## src/pkg/dapf_pkg.sv

```systemverilog
/*
  Constants for the denial-of-service packet filter: register map,
  reset values, signature indices and header-field limits.
  Assumes a single pclk domain and an APB master for software access.
*/
`default_nettype none
package dapf_pkg;
  localparam int NUM_SIG = 8;
  localparam int SIG_W = 3;
  localparam int ADDR_W = 8;
  localparam int CTRL_W = 3;
  localparam int CNT_W = 32;
  localparam logic [SIG_W-1:0] SIG_SELF_IP = 3'h0;
  localparam logic [SIG_W-1:0] SIG_EQ_PORT = 3'h1;
  localparam logic [SIG_W-1:0] SIG_NULL = 3'h2;
  localparam logic [SIG_W-1:0] SIG_ALLFLG = 3'h3;
  localparam logic [SIG_W-1:0] SIG_SYNFIN = 3'h4;
  localparam logic [SIG_W-1:0] SIG_LOWSYN = 3'h5;
  localparam logic [SIG_W-1:0] SIG_OVPING = 3'h6;
  localparam logic [SIG_W-1:0] SIG_TINY = 3'h7;
  localparam logic [ADDR_W-1:0] OFS_CTRL = 8'h00;
  localparam logic [ADDR_W-1:0] OFS_SIG_EN = 8'h04;
  localparam logic [ADDR_W-1:0] OFS_STATUS = 8'h08;
  localparam logic [ADDR_W-1:0] OFS_MASK = 8'h0c;
  localparam logic [ADDR_W-1:0] OFS_DROPS = 8'h10;
  localparam int CTRL_GLB = 0;
  localparam int CTRL_TRAP = 1;
  localparam int CTRL_ALL = 2;
  localparam logic [CTRL_W-1:0] CTRL_RST = 3'h0;
  localparam logic [NUM_SIG-1:0] SIG_EN_RST = 8'h00;
  localparam logic [NUM_SIG-1:0] MASK_RST = 8'h00;
  localparam int FLG_FIN = 0;
  localparam int FLG_SYN = 1;
  localparam int FLG_RST = 2;
  localparam int FLG_PSH = 3;
  localparam int FLG_ACK = 4;
  localparam int FLG_URG = 5;
  localparam logic [15:0] LOW_PORT_LIM = 16'h0400;
  localparam logic [16:0] MAX_IP_LEN = 17'h0_ffff;
  localparam logic [16:0] TCP_HDR_MIN = 17'h0_0014;
  localparam logic [12:0] TINY_OFS = 13'h0001;
endpackage : dapf_pkg
`default_nettype wire

```

## src/verilog/dapf_classify.sv

```systemverilog
/*
  Combinational signature matcher: one match bit per attack signature.
  Assumes the header parser presents decoded fields for one packet.
*/
`default_nettype none
module dapf_classify (
  input wire logic is_ip,
  input wire logic is_tcp,
  input wire logic is_udp,
  input wire logic is_echo,
  input wire logic [31:0] src_ip,
  input wire logic [31:0] dst_ip,
  input wire logic [15:0] src_port,
  input wire logic [15:0] dst_port,
  input wire logic [31:0] tcp_seq,
  input wire logic [5:0] tcp_flags,
  input wire logic [15:0] ip_len,
  input wire logic [3:0] ip_ihl,
  input wire logic [12:0] frag_off,
  input wire logic more_frag,
  output logic [dapf_pkg::NUM_SIG-1:0] match
);
  import dapf_pkg::*;
  logic [16:0] end_byte;
  logic [16:0] hdr_end;
  logic seq0;
  assign end_byte = {1'b0, frag_off, 3'b000} + {1'b0, ip_len};
  assign hdr_end = {11'h000, ip_ihl, 2'b00} + TCP_HDR_MIN;
  assign seq0 = (tcp_seq == 32'h0000_0000);
  always_comb begin
    match = '0;
    match[SIG_SELF_IP] = is_ip && (src_ip == dst_ip);
    match[SIG_EQ_PORT] = (is_tcp || is_udp) && (src_port == dst_port);
    match[SIG_NULL] = is_tcp && seq0 && (tcp_flags == 6'h00);
    match[SIG_ALLFLG] = is_tcp && seq0 && tcp_flags[FLG_URG]
                        && tcp_flags[FLG_PSH] && tcp_flags[FLG_FIN];
    match[SIG_SYNFIN] = is_tcp && tcp_flags[FLG_SYN] && tcp_flags[FLG_FIN];
    match[SIG_LOWSYN] = is_tcp && tcp_flags[FLG_SYN] && (src_port < LOW_PORT_LIM);
    // Offset plus length beyond the IP maximum can only come from fragments
    match[SIG_OVPING] = is_ip && is_echo && (end_byte > MAX_IP_LEN);
    // Offset of one overlays the header; a short first fragment splits it
    match[SIG_TINY] = is_ip && is_tcp && ((frag_off == TINY_OFS)
                      || (frag_off == 13'h0000 && more_frag
                          && ({1'b0, ip_len} < hdr_end)));
  end
endmodule // dapf_classify
`default_nettype wire

```

## src/verilog/dapf_filter.sv

```systemverilog
/*
  Ingress denial-of-service filter: classifies each parsed packet,
  drops matches of enabled signatures, forwards the rest in order,
  reports detections and holds APB control and status registers.
  Assumes the parser and forwarding engine run on pclk.
*/
`default_nettype none
module dapf_filter #(
  parameter int DW = 64
) (
  input wire logic pclk,
  input wire logic presetn,
  input wire logic [dapf_pkg::ADDR_W-1:0] paddr,
  input wire logic psel,
  input wire logic penable,
  input wire logic pwrite,
  input wire logic [31:0] pwdata,
  output logic [31:0] prdata,
  output logic pready,
  output logic pslverr,
  input wire logic hdr_valid,
  output logic hdr_ready,
  input wire logic [DW-1:0] hdr_desc,
  input wire logic is_ip,
  input wire logic is_tcp,
  input wire logic is_udp,
  input wire logic is_echo,
  input wire logic [31:0] src_ip,
  input wire logic [31:0] dst_ip,
  input wire logic [15:0] src_port,
  input wire logic [15:0] dst_port,
  input wire logic [31:0] tcp_seq,
  input wire logic [5:0] tcp_flags,
  input wire logic [15:0] ip_len,
  input wire logic [3:0] ip_ihl,
  input wire logic [12:0] frag_off,
  input wire logic more_frag,
  output logic out_valid,
  input wire logic out_ready,
  output logic [DW-1:0] out_desc,
  output logic det_valid,
  output logic [dapf_pkg::SIG_W-1:0] det_sig,
  output logic trap_valid,
  output logic irq
);
  import dapf_pkg::*;

  generate
    if (DW < 1) begin : g_bad_dw
      $error("dapf_filter: DW must be at least 1");
    end
  endgenerate

  logic [CTRL_W-1:0] ctrl_r;
  logic [NUM_SIG-1:0] sig_en_r;
  logic [NUM_SIG-1:0] mask_r;
  logic [NUM_SIG-1:0] status_r;
  logic [NUM_SIG-1:0] status_nxt;
  logic [NUM_SIG-1:0] mask_nxt;
  logic [CNT_W-1:0] drops_r;
  logic [31:0] prdata_r;
  logic pready_r;
  logic pslverr_r;
  logic hdr_ready_r;
  logic out_valid_r;
  logic out_valid_nxt;
  logic [DW-1:0] out_desc_r;
  logic det_valid_r;
  logic [SIG_W-1:0] det_sig_r;
  logic [SIG_W-1:0] det_sig_nxt;
  logic trap_valid_r;
  logic irq_r;
  logic [NUM_SIG-1:0] match;
  logic [NUM_SIG-1:0] sig_on;
  logic [NUM_SIG-1:0] hit;
  logic take;
  logic drop;
  logic acc;
  logic wr_fire;
  logic mapped;

  dapf_classify u_classify (
    .is_ip(is_ip),
    .is_tcp(is_tcp),
    .is_udp(is_udp),
    .is_echo(is_echo),
    .src_ip(src_ip),
    .dst_ip(dst_ip),
    .src_port(src_port),
    .dst_port(dst_port),
    .tcp_seq(tcp_seq),
    .tcp_flags(tcp_flags),
    .ip_len(ip_len),
    .ip_ihl(ip_ihl),
    .frag_off(frag_off),
    .more_frag(more_frag),
    .match(match)
  );

  // Filtering decision
  assign sig_on = sig_en_r | {NUM_SIG{ctrl_r[CTRL_ALL]}};
  assign hit = match & sig_on & {NUM_SIG{ctrl_r[CTRL_GLB]}};
  assign drop = |hit;
  assign take = hdr_valid && hdr_ready_r;

  // Lowest set bit names the reported signature
  always_comb begin
    det_sig_nxt = '0;
    for (int i = NUM_SIG - 1; i >= 0; i--) begin
      if (hit[i]) begin
        det_sig_nxt = i[SIG_W-1:0];
      end
    end
  end

  // One-entry output stage; ready is registered, so passes alternate
  // with drain cycles that no drop can fill; drops leave ready high and can follow back to back
  assign out_valid_nxt = (out_valid_r && !out_ready) || (take && !drop);

  always_ff @(posedge pclk or negedge presetn) begin
    if (!presetn) begin
      out_valid_r <= 1'b0;
      hdr_ready_r <= 1'b0;
    end else begin
      out_valid_r <= out_valid_nxt;
      hdr_ready_r <= !out_valid_nxt;
    end
  end

  always_ff @(posedge pclk or negedge presetn) begin
    if (!presetn) begin
      out_desc_r <= '0;
    end else if (take && !drop) begin
      out_desc_r <= hdr_desc;
    end
  end

  // Detection and trap pulses
  always_ff @(posedge pclk or negedge presetn) begin
    if (!presetn) begin
      det_valid_r <= 1'b0;
      det_sig_r <= '0;
      trap_valid_r <= 1'b0;
    end else begin
      det_valid_r <= take && drop;
      det_sig_r <= det_sig_nxt;
      trap_valid_r <= take && drop && ctrl_r[CTRL_TRAP];
    end
  end

  always_ff @(posedge pclk or negedge presetn) begin
    if (!presetn) begin
      drops_r <= '0;
    end else if (take && drop) begin
      drops_r <= drops_r + 32'h0000_0001;
    end
  end

  // APB slave: one wait state, answer in the second access cycle
  assign acc = psel && penable;
  assign wr_fire = acc && pready_r && pwrite;
  always_comb begin
    case (paddr)
      OFS_CTRL, OFS_SIG_EN, OFS_STATUS, OFS_MASK, OFS_DROPS: mapped = 1'b1;
      default: mapped = 1'b0;
    endcase
  end

  always_ff @(posedge pclk or negedge presetn) begin
    if (!presetn) begin
      pready_r <= 1'b0;
      pslverr_r <= 1'b0;
      prdata_r <= '0;
    end else begin
      pready_r <= acc && !pready_r;
      pslverr_r <= acc && !pready_r && !mapped;
      prdata_r <= '0;
      if (acc && !pready_r && !pwrite) begin
        case (paddr)
          OFS_CTRL: prdata_r <= {29'h0000_0000, ctrl_r};
          OFS_SIG_EN: prdata_r <= {24'h00_0000, sig_en_r};
          OFS_STATUS: prdata_r <= {24'h00_0000, status_r};
          OFS_MASK: prdata_r <= {24'h00_0000, mask_r};
          OFS_DROPS: prdata_r <= drops_r;
          default: prdata_r <= '0;
        endcase
      end
    end
  end

  always_ff @(posedge pclk or negedge presetn) begin
    if (!presetn) begin
      ctrl_r <= CTRL_RST;
      sig_en_r <= SIG_EN_RST;
      mask_r <= MASK_RST;
    end else if (wr_fire) begin
      case (paddr)
        OFS_CTRL: ctrl_r <= pwdata[CTRL_W-1:0];
        OFS_SIG_EN: sig_en_r <= pwdata[NUM_SIG-1:0];
        OFS_MASK: mask_r <= pwdata[NUM_SIG-1:0];
        default: ;
      endcase
    end
  end

  // Irq must follow a mask write at once, else it lags the register for a cycle
  assign mask_nxt = (wr_fire && paddr == OFS_MASK) ? pwdata[NUM_SIG-1:0] : mask_r;

  // Sticky status; a detection in the clearing cycle survives
  always_comb begin
    status_nxt = status_r;
    if (wr_fire && paddr == OFS_STATUS) begin
      status_nxt = status_nxt & ~pwdata[NUM_SIG-1:0];
    end
    if (take && drop) begin
      status_nxt = status_nxt | hit;
    end
  end

  always_ff @(posedge pclk or negedge presetn) begin
    if (!presetn) begin
      status_r <= '0;
      irq_r <= 1'b0;
    end else begin
      status_r <= status_nxt;
      irq_r <= |(status_nxt & mask_nxt);
    end
  end

  assign prdata = prdata_r;
  assign pready = pready_r;
  assign pslverr = pslverr_r;
  assign hdr_ready = hdr_ready_r;
  assign out_valid = out_valid_r;
  assign out_desc = out_desc_r;
  assign det_valid = det_valid_r;
  assign det_sig = det_sig_r;
  assign trap_valid = trap_valid_r;
  assign irq = irq_r;
endmodule // dapf_filter
`default_nettype wire

```

## config.mk

```make
export PLATFORM = sky130hd
export DESIGN_NAME = dapf_filter
export DESIGN_NICKNAME = d
export VERILOG_FILES = /design/src/pkg/dapf_pkg.sv /design/src/verilog/dapf_classify.sv /design/src/verilog/dapf_filter.sv
export SDC_FILE = /design/constraint.sdc
export NUM_CORES = 1
export LEC_CHECK = 0
export BUFFER_PORTS_ARGS = -buffer_cell sky130_fd_sc_hd__buf_2
export CORE_AREA = 2 2 153 155
export DETAILED_ROUTE_END_ITERATION = 16
export DIE_AREA = 0 0 155 157
export PLACE_DENSITY = 0.67
export SYNTH_ARGS = -nofsm -noshare
export SYNTH_HDL_FRONTEND = slang
export SYNTH_HIERARCHICAL = 1
export SYNTH_SLANG_ARGS = --single-unit
```

## constraint.sdc

```tcl
create_clock -name pclk -period 2.1 [get_ports pclk]
set_input_delay 0 -clock pclk [delete_from_list [all_inputs] [get_ports pclk]]
set_output_delay 0 -clock pclk [all_outputs]
set_load 0.01 [all_outputs]
```

Yosys cells after proc, flatten, opt, wreduce, memory -nomap -nowiden
Index checks and enable logic that the tools add are counted.
{"block": "word_totals", "register_bits": 165, "in_bits": 283, "wordCells": 97}
{"block": "op_classes", "bitwise_logic": 7, "n_addsub": 3, "n_lt_le_gt_ge": 3, "eq_ne": 7, "n_mux": 14, "n_reduce_logical": 48}
{"operator": "$pmux W32 S5", "count": 1}
{"operator": "$add A32 B1 Y32 const B", "count": 1}
{"operator": "$and A8 B8 Y8", "count": 4}
{"operator": "$eq A32 B32 Y1", "count": 1}
{"operator": "$logic_not A32 Y1", "count": 1}
{"operator": "$mux W32", "count": 1}
{"operator": "$logic_and A1 B1 Y1", "count": 29}
{"operator": "$mux W3", "count": 8}
{"operator": "$mux W8", "count": 3}
{"operator": "$add A16 B16 Y17", "count": 1}
{"operator": "$gt A17 B16 Y1 const B", "count": 1}
{"operator": "$lt A16 B17 Y1", "count": 1}
{"operator": "$eq A16 B16 Y1", "count": 1}
{"operator": "$eq A8 B4 Y1 const B", "count": 2}
{"operator": "$lt A16 B11 Y1 const B", "count": 1}
{"operator": "$or A8 B8 Y8", "count": 2}
{"operator": "$reduce_or A8 Y1", "count": 2}
{"operator": "$eq A13 B1 Y1 const B", "count": 1}
{"operator": "$logic_not A13 Y1", "count": 1}
{"operator": "$eq A8 B3 Y1 const B", "count": 1}
{"operator": "$eq A8 B5 Y1 const B", "count": 1}
{"operator": "$logic_not A8 Y1", "count": 1}
{"operator": "$not A8 Y8", "count": 1}
{"operator": "$add A6 B5 Y7 const B", "count": 1}
{"operator": "6 further kinds", "count": 15}

Logic depth before layout (Yosys ltp)
{"block": "depth", "ltp_word": 15, "depth_mapped": 15}

Hierarchy
The synthesis kept the hierarchy.
{"module": "dapf_filter", "seq_area_each_um2": 4129.0, "area_each_um2": 6730.2, "n_inst": 1, "cells_per_inst": 523}
{"module": "dapf_classify", "seq_area_each_um2": 0.0, "area_each_um2": 1102.3, "n_inst": 1, "cells_per_inst": 142}

Least setup slack after synthesis
Ideal clock, no wire load.
{"block": "synth_path", "kind": "input to register", "startpoint": "input ip_ihl[0]", "endpoint": "register out_desc_r[0], in the netlist out_desc[0]", "path_slack_ns": -0.465, "required_ns": 1.972, "path_buffers": 2, "path_stages": 14, "arrival_ns": 2.437, "path_cell_list": "ha_1 -> inv_1 -> ha_1 -> o21a_1 -> o21ai_0 -> a21o_1 -> a41oi_1 -> nor2_1 -> o21ai_0 -> a41oi_1 -> nor3_1 -> buf_2 -> buf_4 -> mux2_1"}
{"block": "synth_via", "elab_chain_len": 10}
{"element": "start, declared", "line": "dapf_filter.sv:35", "rtl": "input wire logic [3:0] ip_ihl,"}
{"element": "$add A6 B5 Y7", "line": "dapf_classify.sv:28", "rtl": "assign hdr_end = {11'h000, ip_ihl, 2'b00} + TCP_HDR_MIN;"}
{"element": "$lt A16 B17 Y1", "line": "dapf_classify.sv:44", "rtl": "&& ({1'b0, ip_len} < hdr_end)));"}
{"element": "$logic_and A1 B1 Y1", "line": "dapf_classify.sv:44"}
{"element": "$logic_or A1 B1 Y1", "line": "dapf_classify.sv:43", "rtl": "|| (frag_off == 13'h0000 && more_frag"}
{"element": "$logic_and A1 B1 Y1", "line": "dapf_classify.sv:42", "rtl": "match[SIG_TINY] = is_ip && is_tcp && ((frag_off == TINY_OFS)"}
{"element": "via match[7]", "line": "dapf_filter.sv:73", "rtl": "logic [NUM_SIG-1:0] match;"}
{"element": "$and A8 B8 Y8 (2 in series)", "line": "dapf_filter.sv:102", "rtl": "assign hit = match & sig_on & {NUM_SIG{ctrl_r[CTRL_GLB]}};"}
{"element": "$reduce_or A8 Y1", "line": "dapf_filter.sv:103", "rtl": "assign drop = |hit;"}
{"element": "$logic_not A1 Y1", "line": "dapf_filter.sv:133", "rtl": "end else if (take && !drop) begin"}
{"element": "$logic_and A1 B1 Y1", "line": "dapf_filter.sv:133"}
{"element": "end signal, assigned", "line": "dapf_filter.sv:134", "rtl": "out_desc_r <= hdr_desc;"}
{"element": "end, declared", "line": "dapf_filter.sv:67", "rtl": "logic [DW-1:0] out_desc_r;"}
The timed path passes the listed nets, and every way through them passes these cells.
A chain may end at the register's enable or synchronous reset.

Final worst setup path
{"block": "layout_path", "startpoint": "input ip_ihl[0]", "endpoint": "register out_desc_r[48], in the netlist out_desc[48]"}
The elaborated chain is that of the path after synthesis.

==> results.cfg <==
[placed_design]
gp_congestion = 0.886
hpwl_mm = 18.1
io_buffers = 362
placed_area_mm2 = 0.0107

[worst_setup_path]
cp.arrival_ns = 2.50
crit_buf_inv = 5
worstPathCellList = buf_6, ha_4, inv_2, ha_4, o21a_1, o21ai_1, a21o_1, a41oi_2, nor2_2, o21ai_2, a41oi_4, nor3_4, buf_12, buf_12, buf_16, mux2_1
required_ns = 2.40
startpoint_type = input port
crit_path_end_kind = flop
path_max_fanout = 8
slowest_stage = mux2_1
crit_family = compound AO/OA/AOI/OAI gates
crit_type = in -> reg
crit_path_max_incr_delay_ns = 0.33

[timing]
fin_tns_setup_ns = -3.87
fin_skew_ns = 0.0170
setup_slack_ns = -0.100
fin_crit_ns = 2.20
finalCritPeriodShare_pct = 105
max_slew_margin_pct = 57.4
finalMaxSlewViolations = 0
worst_slew_pin_slew_ns = 0.635
setup_viol = 67
hold_violations = 0
hold_ws_ns = 0.150
max_freq_mhz = 455
rsz0062_at_grt = yes

[finish]
fin_util_pct = 56.7
drive_gt1_share_pct = 50.9
area_growth_pct = 62.8
fin_area_mm2 = 0.0128
nFillCells = 1827
nNetsFinal = 1492

[global_route]
grt_pass1_wl_mm = 39.3
overflow = 0
grt_usage_pct = 20.7
antenna_found_initial = 3
grt_pass1_vias = 7592
grt_start_max_net_pins = 62

[yosys]
syn_area_per_cell_um2 = 11.8
yosysTopAreaCell = dfrtp_1
yosys_warnings = 6
ys.flop_type = dfrtp_1
async_reset_ff_share_pct = 100
synth-seq-cells = 165
synthDistinctLibCells = 50
syn_nets = 967
synthesis.area_mm2 = 0.00783
seq_area_frac_synth_pct = 52.7
yosysMostFrequentCell = dfrtp_1
yosysTopAreaCellShare_pct = 52.7
synth_edf_count = 0
ys_top_cells_by_area = dfrtp_1 (53%), mux2_1 (9.3%), xnor2_1 (5.6%), xor2_1 (3.5%), ha_1 (3.0%)
synth_commonest_cells = dfrtp_1 (165), mux2_1 (65), xnor2_1 (50)
syn_inst = 665

[clock_network]
max-clock-path-buffers = 2
clk_pin_slew_ns = 0.07
cts_buffers = 17
clkSinkCount = 165
cts_root_buf = clkbuf_16
htree_levels = 4
cts_tree = yes
insertion_delay_ns = 0.43

[status]
failed_checks = negative setup slack
status = complete, but fails checks

[floorplan]
core_mm2 = 0.0225
rows = 55
io-pin-count = 389
die-height_um = 157
die_w_um = 155
die_area_mm2 = 0.0243
initial_core_util_pct = 34.8

[power_and_ir_drop]
p_leak_nw = 6.43
peakVddDrop_v = 0.000532
fin_total_pwr_mw = 8.65
power_density_mw_per_mm2 = 678

[route]
route.detailed.drc = 0
wl_mm = 25.9
vias = 7319
drt_iter0_drc = 395
first_pass_iters = 5
antenna_left = 0
wl_per_cell_um = 17.4
vias_per_cell = 4.91

[flow_run]
timing.max_cap.violations = 0

[worst_hold_path]
hold_class = in -> async
## layout by cell type (no fill, tap or decap), types with 31 or more instances in the layout
cell type / netlist / final
buf_2: 3 / 353
dfrtp_1: 165 / 164
dlygate4sd3_1: 0 / 76
buf_4: 5 / 70
mux2_4: 0 / 45
xnor2_1: 50 / 45
nand2_1: 34 / 34
and3_1: 33 / 33
xor2_1: 31 / 31
## stage by stage
stage                     cells  setup WS, ns
after floorplan             665        -0.182
after global placement     1363        -0.691
after detailed placement   1363        -0.746
after CTS                  1483       -0.0476
after global routing       1491        -0.204
final                      1491        -0.100
## kinds of logic (layout without fill, tap and decap cells)
group	count (synthesis)	after routing	share of synthesized area, %
muxes	86	86	12.3
and+or+nand+nor	187	187	13.0
xor gates and xnor gates	81	81	9.06
DFF	165	165	52.7
buffers and inverters	40	578	2.30
adders and majority gates	19	19	3.04
other	0	3	0
AOI/OAI and AO/OA	87	87	7.59
## registers in the layout, indices dropped and copies added (netlist names)
signal and flops:
sig_en_r 8, out_desc 64, det_valid 1, trap_valid 1, ctrl_r 3, out_valid 1
status_r 8, drops_r 32, det_sig 3, pready 1, irq 1, mask_r 8
hdr_ready 1, pslverr 1, prdata 32
## final timing paths
path | depth (start not counted) | slack, ns | from | end
max | 16 | -0.10 | ip_ihl[0] | out_desc[48]$_DFFE_PN0P_
min | 2 | 0.15 | presetn | out_valid$_DFF_PN0_
max reg2reg | 8 | -0.06 | ctrl_r[2]$_DFFE_PN0P_ | out_desc[48]$_DFFE_PN0P_
min reg2reg | 1 | 0.47 | drops_r[31]$_DFFE_PN0N_ | drops_r[31]$_DFFE_PN0N_
max in group asynchronous | 3 | 1.23 | presetn | out_desc[49]$_DFFE_PN0P_
min in group pclk | 4 | 0.15 | paddr[2] | prdata[0]$_DFF_PN0_
## area by class of cell
type                       count  area [um^2]  share of cell area [%]
sequential                   165         4130                    32.4
multi-input combinational    460         4060                    31.9
timing repair buffer         526         3520                    27.6
clock buffer                  20          457                    3.58
tap                          285          357                    2.80
clock inverter                12          141                    1.11
inverter                      20         75.1                   0.589
antenna                        3         7.51                  0.0589
## layer usage
| layer | wire [um] | track usage, % |
|---|---|---|
| met3 | 1700 | 4.57 |
| met2 | 13100 | 37.4 |
| met1 | 10500 | 24.4 |
| met5 | 0 | 0 |
| met4 | 620 | 7.19 |
## power by group
group | total (mW) | internal, mW | switching (mW)
logic | 1.91 | 1.09 | 0.820
clock network | 3.11 | 1.75 | 1.37
registers | 3.63 | 3.47 | 0.169
## repair_timing
action,in CTS,in global routing
hold buffers,76,0
pin swaps,12,25
cloned,5,0
setup endpoints to repair,100,98
gates resized for setup,55,42
hold endpoints to repair,193,0
setup buffers,8,6
(Power assumes the default switching activity.)
